==> config.mk <==
export PLATFORM = sky130hd
export DESIGN_NAME = fuser_unit_age_detect
export DESIGN_NICKNAME = d
export VERILOG_FILES = /design/src/shared/fuser_age_pkg.sv /design/src/rtl/fuser_age_timer.sv /design/src/rtl/fuser_unit_age_detect.sv
export SDC_FILE = /design/constraint.sdc
export NUM_CORES = 1
export LEC_CHECK = 0
export BUFFER_PORTS_ARGS = -buffer_cell sky130_fd_sc_hd__buf_2
export CORE_MARGIN = 10
export CORE_UTILIZATION = 51
export DETAILED_ROUTE_END_ITERATION = 16
export GPL_TIMING_DRIVEN = 0
export PLACE_DENSITY = 0.75
export SLEW_MARGIN = 30
export SYNTH_ARGS = -nofsm -noshare
export SYNTH_HDL_FRONTEND = slang
export SYNTH_SLANG_ARGS = --single-unit
==> constraint.sdc <==
create_clock -name i_core_clk -period 1.7 [get_ports i_core_clk]
set_input_delay 0.34 -clock i_core_clk [delete_from_list [all_inputs] [get_ports i_core_clk]]
set_output_delay 0.34 -clock i_core_clk [all_outputs]
set_load 0.005 [all_outputs]
==> src/shared/fuser_age_pkg.sv <==
/*
 fuser unit age detection constants: timing, counter identities, fault code.
 assumes a 40 MHz core clock.
*/
package fuser_age_pkg;
	localparam int unsigned CLK_HZ          = 40_000_000;
	// sense settle time before a new/used decision, in microseconds
	localparam int unsigned SETTLE_US       = 1000;
	localparam int unsigned SETTLE_CYC      = SETTLE_US * (CLK_HZ / 1_000_000);
	// longest burn drive before giving up, in milliseconds
	localparam int unsigned BURN_MAX_MS     = 500;
	localparam int unsigned BURN_MAX_CYC    = BURN_MAX_MS * (CLK_HZ / 1000);
	localparam int unsigned CNT_W           = 25;
	localparam int unsigned NUM_LIFE        = 5;
	// life counter setting codes, index order of the clear mask
	localparam logic [15:0] LIFE_CODE [NUM_LIFE] = '{
		16'h1250, 16'h1270, 16'h1272, 16'h1274, 16'h1276};
	localparam logic [15:0] FAULT_FUSE_INTACT = 16'hC4C0;
	localparam logic [15:0] FAULT_NONE        = 16'h0000;
	localparam logic        INHIBIT_ON        = 1'b1;

	typedef enum logic [4:0] {
		ST_WAIT_COVER = 5'b00001,
		ST_SETTLE     = 5'b00010,
		ST_BURN       = 5'b00100,
		ST_DONE       = 5'b01000,
		ST_FAULT      = 5'b10000
	} age_state_e;
endpackage

==> src/rtl/fuser_age_timer.sv <==
/*
 cycle down-counter with load and expiry flag.
 assumes a synchronous active-low reset.
*/
module fuser_age_timer (
	// clock and reset
	input  wire logic                                i_core_clk,
	input  wire logic                                i_rst_n,
	// control
	input  wire logic                                i_load,
	input  wire logic [fuser_age_pkg::CNT_W-1:0]     i_count,
	// status
	output logic                                     o_expired
);
	logic [fuser_age_pkg::CNT_W-1:0] cnt_q;
	localparam logic [fuser_age_pkg::CNT_W-1:0] LAST_TICK =
		{{(fuser_age_pkg::CNT_W-1){1'b0}}, 1'b1};

	always_ff @(posedge i_core_clk) begin
		if (!i_rst_n) begin
			cnt_q <= '0;
		end else if (i_load) begin
			cnt_q <= i_count;
		end else if (cnt_q != '0) begin
			cnt_q <= cnt_q - 1'b1;
		end
	end

	always_ff @(posedge i_core_clk) begin
		if (!i_rst_n) begin
			o_expired <= 1'b0;
		end else begin
			o_expired <= !i_load && (cnt_q == LAST_TICK);
		end
	end
endmodule

==> src/rtl/fuser_unit_age_detect.sv <==
/*
 fuser unit age detection: senses the unit fuse, blows it on a new unit,
 clears the fuser life counters and flags a fuse that will not blow.
 assumes synchronous inputs and a controller that acts on the clear pulse.
*/
// Functional notes
// - unit_age_sense high means a used unit, low means a new unit.
// - a new unit activates the fuse burn drive and clears life counters.
// - fuse_burn_drive is low to blow the fuse and high at all other times.
// - cover_supply_sense high means cover closed, low means cover opened.
// - fault C4C0 is raised when a new unit was judged but the fuse held.
// - the fuse blowing clears counters 08-1250/1270/1272/1274/1276.
// - clearing only when setting 08-4549 is 0, latched at power-up.
module fuser_unit_age_detect (
	// clock and reset
	input  wire logic                              i_core_clk,
	input  wire logic                              i_rst_n,
	// fuser unit pins
	input  wire logic                              i_unit_age_sense,
	input  wire logic                              i_cover_supply_sense,
	output logic                                   o_fuse_burn_drive,
	// controller side
	input  wire logic                              i_clear_inhibit,
	output logic                                   o_cover_closed,
	output logic                                   o_unit_new,
	output logic [fuser_age_pkg::NUM_LIFE-1:0]     o_life_clear,
	output logic                                   o_fault,
	output logic [15:0]                            o_fault_code
);
	fuser_age_pkg::age_state_e state_q;
	logic                      inhibit_q;
	logic                      inhibit_taken_q;
	logic                      tmr_load;
	logic [fuser_age_pkg::CNT_W-1:0] tmr_count;
	logic                      tmr_expired;
	logic                      cover_closed;
	logic                      sense_used;
	logic                      burn_on;
	logic                      clear_fire;

	// state decode shared by the drive, clear and fault flops
	function automatic logic at_state(
		input fuser_age_pkg::age_state_e st,
		input fuser_age_pkg::age_state_e want
	);
		return st == want;
	endfunction

	// a verdict needs the settle run out with the cover still shut
	function automatic logic judge_now(
		input fuser_age_pkg::age_state_e st,
		input logic                      expired,
		input logic                      closed
	);
		return (st == fuser_age_pkg::ST_SETTLE) && expired && closed;
	endfunction

	assign cover_closed = i_cover_supply_sense;
	assign sense_used   = i_unit_age_sense;

	// setting is caught once after reset; later changes wait for power cycle
	always_ff @(posedge i_core_clk) begin
		if (!i_rst_n) begin
			inhibit_taken_q <= 1'b0;
		end else begin
			inhibit_taken_q <= 1'b1;
		end
	end

	always_ff @(posedge i_core_clk) begin
		if (!i_rst_n) begin
			inhibit_q <= fuser_age_pkg::INHIBIT_ON;
		end else if (!inhibit_taken_q) begin
			inhibit_q <= i_clear_inhibit;
		end
	end

	always_comb begin
		tmr_load  = 1'b0;
		tmr_count = '0;
		case (state_q)
			fuser_age_pkg::ST_WAIT_COVER: begin
				tmr_load  = cover_closed;
				tmr_count = fuser_age_pkg::CNT_W'(fuser_age_pkg::SETTLE_CYC);
			end
			fuser_age_pkg::ST_SETTLE: begin
				tmr_load  = judge_now(state_q, tmr_expired, cover_closed)
				            && !sense_used;
				tmr_count = fuser_age_pkg::CNT_W'(fuser_age_pkg::BURN_MAX_CYC);
			end
			// the burn limit runs from the verdict edge; nothing reloads it
			fuser_age_pkg::ST_BURN: begin
				tmr_load  = 1'b0;
				tmr_count = '0;
			end
			fuser_age_pkg::ST_DONE: begin
				tmr_load  = 1'b0;
				tmr_count = '0;
			end
			fuser_age_pkg::ST_FAULT: begin
				tmr_load  = 1'b0;
				tmr_count = '0;
			end
			default: begin
				tmr_load  = 1'b0;
				tmr_count = '0;
			end
		endcase
	end

	// one shared timer: settle and burn limit never run at once
	fuser_age_timer u_timer (
		.i_core_clk (i_core_clk),
		.i_rst_n    (i_rst_n),
		.i_load     (tmr_load),
		.i_count    (tmr_count),
		.o_expired  (tmr_expired)
	);

	// decision only with the cover closed: 24 V must be present to sense
	always_ff @(posedge i_core_clk) begin
		if (!i_rst_n) begin
			state_q <= fuser_age_pkg::ST_WAIT_COVER;
		end else begin
			case (state_q)
				fuser_age_pkg::ST_WAIT_COVER: begin
					if (cover_closed && inhibit_taken_q) begin
						state_q <= fuser_age_pkg::ST_SETTLE;
					end
				end
				fuser_age_pkg::ST_SETTLE: begin
					if (!cover_closed) begin
						state_q <= fuser_age_pkg::ST_WAIT_COVER;
					end else if (tmr_expired) begin
						state_q <= sense_used ? fuser_age_pkg::ST_DONE
						                      : fuser_age_pkg::ST_BURN;
					end
				end
				fuser_age_pkg::ST_BURN: begin
					if (sense_used) begin
						state_q <= fuser_age_pkg::ST_DONE;
					end else if (tmr_expired || !cover_closed) begin
						state_q <= fuser_age_pkg::ST_FAULT;
					end
				end
				fuser_age_pkg::ST_DONE: begin
					if (!cover_closed) begin
						state_q <= fuser_age_pkg::ST_WAIT_COVER;
					end
				end
				fuser_age_pkg::ST_FAULT: begin
					state_q <= fuser_age_pkg::ST_FAULT;
				end
				default: begin
					state_q <= fuser_age_pkg::ST_WAIT_COVER;
				end
			endcase
		end
	end

	// active low drive, held off outside the burn state
	assign burn_on = at_state(state_q, fuser_age_pkg::ST_BURN)
	                 && !sense_used && !tmr_expired && cover_closed;

	always_ff @(posedge i_core_clk) begin
		if (!i_rst_n) begin
			o_fuse_burn_drive <= 1'b1;
		end else begin
			o_fuse_burn_drive <= !burn_on;
		end
	end

	// one-cycle clear pulse for all five counters when the fuse gives way
	assign clear_fire = at_state(state_q, fuser_age_pkg::ST_BURN)
	                    && sense_used
	                    && (inhibit_q != fuser_age_pkg::INHIBIT_ON);

	// one flop per counter, all fed by the same event so they pulse together
	for (genvar g = 0; g < fuser_age_pkg::NUM_LIFE; g++) begin : g_life
		always_ff @(posedge i_core_clk) begin
			if (!i_rst_n) begin
				o_life_clear[g] <= 1'b0;
			end else begin
				o_life_clear[g] <= clear_fire;
			end
		end
	end

	// sticky until reset so a controller polling late still sees it
	always_ff @(posedge i_core_clk) begin
		if (!i_rst_n) begin
			o_fault <= 1'b0;
		end else if (at_state(state_q, fuser_age_pkg::ST_FAULT)) begin
			o_fault <= 1'b1;
		end
	end

	always_ff @(posedge i_core_clk) begin
		if (!i_rst_n) begin
			o_fault_code <= fuser_age_pkg::FAULT_NONE;
		end else if (at_state(state_q, fuser_age_pkg::ST_FAULT)) begin
			o_fault_code <= fuser_age_pkg::FAULT_FUSE_INTACT;
		end
	end

	always_ff @(posedge i_core_clk) begin
		if (!i_rst_n) begin
			o_cover_closed <= 1'b0;
		end else begin
			o_cover_closed <= cover_closed;
		end
	end

	// unit_new keeps the last verdict; a cover opened at expiry gives none
	always_ff @(posedge i_core_clk) begin
		if (!i_rst_n) begin
			o_unit_new <= 1'b0;
		end else if (judge_now(state_q, tmr_expired, cover_closed)) begin
			o_unit_new <= !sense_used;
		end
	end
endmodule

==> impl_metrics.env <==
export IMPL_status="complete, but fails checks"
export IMPL_violations="setup timing"
export IMPL_path_max_fanout=4
export IMPL_required_ps=1920
export IMPL_critPathTopFamily="simple AND/OR/NAND/NOR gates"
export IMPL_cts_buffers=5
export IMPL_grtUsageMet3_pct=5.176
export IMPL_rsz0062_at_grt="true"
export IMPL_diodes=0
export IMPL_yosysTopAreaCellShare_pct=36.39
export IMPL_setup_viol=25
export IMPL_holdBufCountCts=0
export IMPL_die_x_um=84.03
export IMPL_rr_startpoint="u_timer.cnt_q[2]$_SDFFE_PN0P_"
export IMPL_wl_per_cell_um=16.06
export IMPL_routed_wl_um=5686
export IMPL_worstPathArrival_ps=2100
export IMPL_skew_ps=8.802
export IMPL_yosysSeqAreaShare_pct=36.39
export IMPL_peakVddDrop_mv=1.495
export IMPL_antenna_found_initial=0
export IMPL_min_path_type="input port to flop"
export IMPL_worst_skew_pair_late_latency_ps=300
export IMPL_seqCellArea_um2=789.5
export IMPL_drive_gt1_share_pct=38.49
export IMPL_use_met2_pct=25.73
export IMPL_cp_endpoint="u_timer.cnt_q[21]$_SDFFE_PN0P_"
export IMPL_worst_path_buf_inv=2
export IMPL_synthCells=244
export IMPL_synth_area_top_cells="dfxtp_1, buf_4, xor2_1"
export IMPL_cap_violations=0
export IMPL_viasPerCell=5.565
export IMPL_n_fill_cell=294
export IMPL_die_height_um=84.03
export IMPL_die_area_mm2=0.007060
export IMPL_worstSetupStartpointType="flop"
export IMPL_cpMaxStageDelayCell="or3_4"
export IMPL_p_leak_nw=1.180
export IMPL_initialDrtViolationCount=190
export IMPL_report_power_total_w=0.005142
export IMPL_grt_pass1_vias=1982
export IMPL_ant_nets=0
export IMPL_r2r_slack_ps=-180
export IMPL_grt_use_total_pct=15.80
export IMPL_final_core_util_pct=69.79
export IMPL_htree_levels=2
export IMPL_reg2reg_to="u_timer.cnt_q[21]$_SDFFE_PN0P_"
export IMPL_root_buffer="clkbuf_8"
export IMPL_clockBufferDepth=2
export IMPL_period_share_pct=110.5
export IMPL_ys_ff_latch=38
export IMPL_grt_use_met1_pct=18.09
export IMPL_placedInstanceArea_mm2=0.002298
export IMPL_critical_path_class="flop to flop"
export IMPL_portBuffers=18
export IMPL_gp_congestion=0.8311
export IMPL_path_cells="nor4_4, buf_4, and4b_1, buf_6, nand2_2, or3_4, a31oi_1"
export IMPL_yosysTopAreaCell="dfxtp_1"
export IMPL_cp_startpoint="u_timer.cnt_q[2]$_SDFFE_PN0P_"
export IMPL_ys_flop_type="dfxtp_1"
export IMPL_hold_depth=3
export IMPL_core_region_area_mm2=0.003971
export IMPL_ys_warn_count=0
export IMPL_hold_ws_ps=264.6
export IMPL_dp_hpwl_um=3311
export IMPL_row_count=23
export IMPL_grt_overflow_total=0
export IMPL_dpl_worst_slack_ps=-359.0
export IMPL_finalHoldViolations=0
export IMPL_dr_total_vias=1970
export IMPL_cts_clk_slew_worst_paths_ps=70
export IMPL_drc_errors=0
export IMPL_first_pass_iters=4
export IMPL_cts_tree="built"
export IMPL_fin_ws_ps=-178.8
export IMPL_power_density_mw_per_mm2=1855
export IMPL_min_period_ps=1879
export IMPL_endpoint_kind="flop"
export IMPL_fin_area_mm2=0.002771
export IMPL_synth_most_common_cell="dfxtp_1"
export IMPL_grt_pass1_wl_um=9439
export IMPL_top_usage_layer="met2"
export IMPL_clock_sinks=38
export IMPL_ys_types=45
export IMPL_synthArstFlopShare_pct=0
export IMPL_drv_slew=0
export IMPL_area_growth_pct=32.56
export IMPL_reg2reg_depth=7
export IMPL_nets=311
export IMPL_grt_max_degree=12
export IMPL_multi_input_area_mm2=0.001336
export IMPL_start_util_pct=52.65
export IMPL_cp_depth=7
export IMPL_synth_area_mm2=0.002091
export IMPL_critPathMaxStageDelay_ps=380
export IMPL_synth_edf_count=0
export IMPL_syn_avg_cell_area_um2=8.569
export IMPL_ios=30
export IMPL_netlist_top_cells_count="dfxtp_1, nor2_1, buf_4, nand2_1, xor2_1"
export IMPL_fmax_ghz=0.5323
-- worst reg2reg max path, delay by kind of cell (launching register included) --
kind,cells,cell delay (ps)
AO/OA/AOI/OAI,1,170
buffers and inverters,2,310
flip-flops,1,370
AND/OR/NAND/NOR,4,970
-- cell families after synthesis --
logic type	count (synthesis)	synth area share, %
adders and majority gates	3	1.796
xor gates and xnor gates	20	8.378
and+or+nand+nor	106	29.68
buffers and inverters	33	9.815
muxes	2	0.9575
DFF	38	36.39
other	1	0.1794
AOI/OAI and AO/OA	41	12.81
-- area by class of cell --
type	instances	share of cell area (%)
multi-input cells	184	48.22
flip-flops and latches	38	28.49
repair buffers	43	10.07
plain buffers	26	6.998
clock buffers	7	3.115
well taps	50	2.257
inverters	5	0.6772
clock inverters	1	0.1806
-- cells in the final DEF (no fill, tap or decap), types with 3 or more instances in the layout --
cell,synthesis,routed
conb_1,1,11
dfxtp_2,0,11
xor2_1,13,13
dfxtp_4,0,4
o21ai_1,3,5
nor3_1,10,10
xnor2_1,7,6
dfxtp_1,38,23
nor2b_1,10,10
clkbuf_8,0,6
nor4b_1,5,3
a21oi_1,8,8
buf_6,0,3
nor4_4,1,6
nor2_1,26,26
nand3_1,7,6
inv_1,5,4
buf_4,21,44
o211ai_1,8,8
a31oi_1,4,4
nand2_1,16,14
buf_2,2,20
nand4_1,8,9
-- repair_timing --
| action | 4_1_cts | 5_1_grt |
|---|---|---|
| gates resized for setup | 38 | 22 |
| pin swaps | 14 | 15 |
| buffers inserted | 17 | 7 |
| endpoints found under the setup margin | 30 | 27 |
| cloned | 1 | 1 |
-- registers in the layout, summed over array words and instances (netlist names) --
name and cells:
o_life_clear 1, o_cover_closed 1, inhibit_q 1, o_fuse_burn_drive 1
o_fault 1, o_unit_new 1, u_timer.o_expired 1, u_timer.cnt_q 25
inhibit_taken_q 1, state_q 5
-- report_power, final --
group	total [W]	internal, W	switching (W)
registers	0.00148	0.00113	0.000348
clock network	0.000641	0.000327	0.000314
logic	0.00302	0.00151	0.00151
total	0.00514	0.00297	0.00217
-- how the worst min path moves through the flow --
stage	from	endpoint	slack, ps
final	i_clear_inhibit	inhibit_q$_SDFFE_PN1N_	260
after global routing	i_clear_inhibit	inhibit_q$_SDFFE_PN1N_	270
after CTS	i_clear_inhibit	inhibit_q$_SDFFE_PN1N_	270
after detailed placement	inhibit_q$_SDFFE_PN1N_	o_life_clear[4]$_SDFF_PN0_	430
after global placement	inhibit_q$_SDFFE_PN1N_	o_life_clear[4]$_SDFF_PN0_	420
after floorplan	i_rst_n	inhibit_taken_q$_DFF_P_	370
-- layer usage --
metal  part of all wire [%]  up-vias
met5                      0        -
met4                    3.4        0
met3                    7.7       22
met2                     48       75
met1                     41      910
li1                       -      963
-- metrics by stage --
step | setup TNS [ps] | instances
4_1_cts | -92.43 | 347
5_1_grt | -4962 | 354
3_3_place_gp | -6478 | 322
2_1_floorplan | -3.047 | 254
6_report | -2175 | 354
3_5_place_dp | -6905 | 322
(Power assumes the default switching activity.)
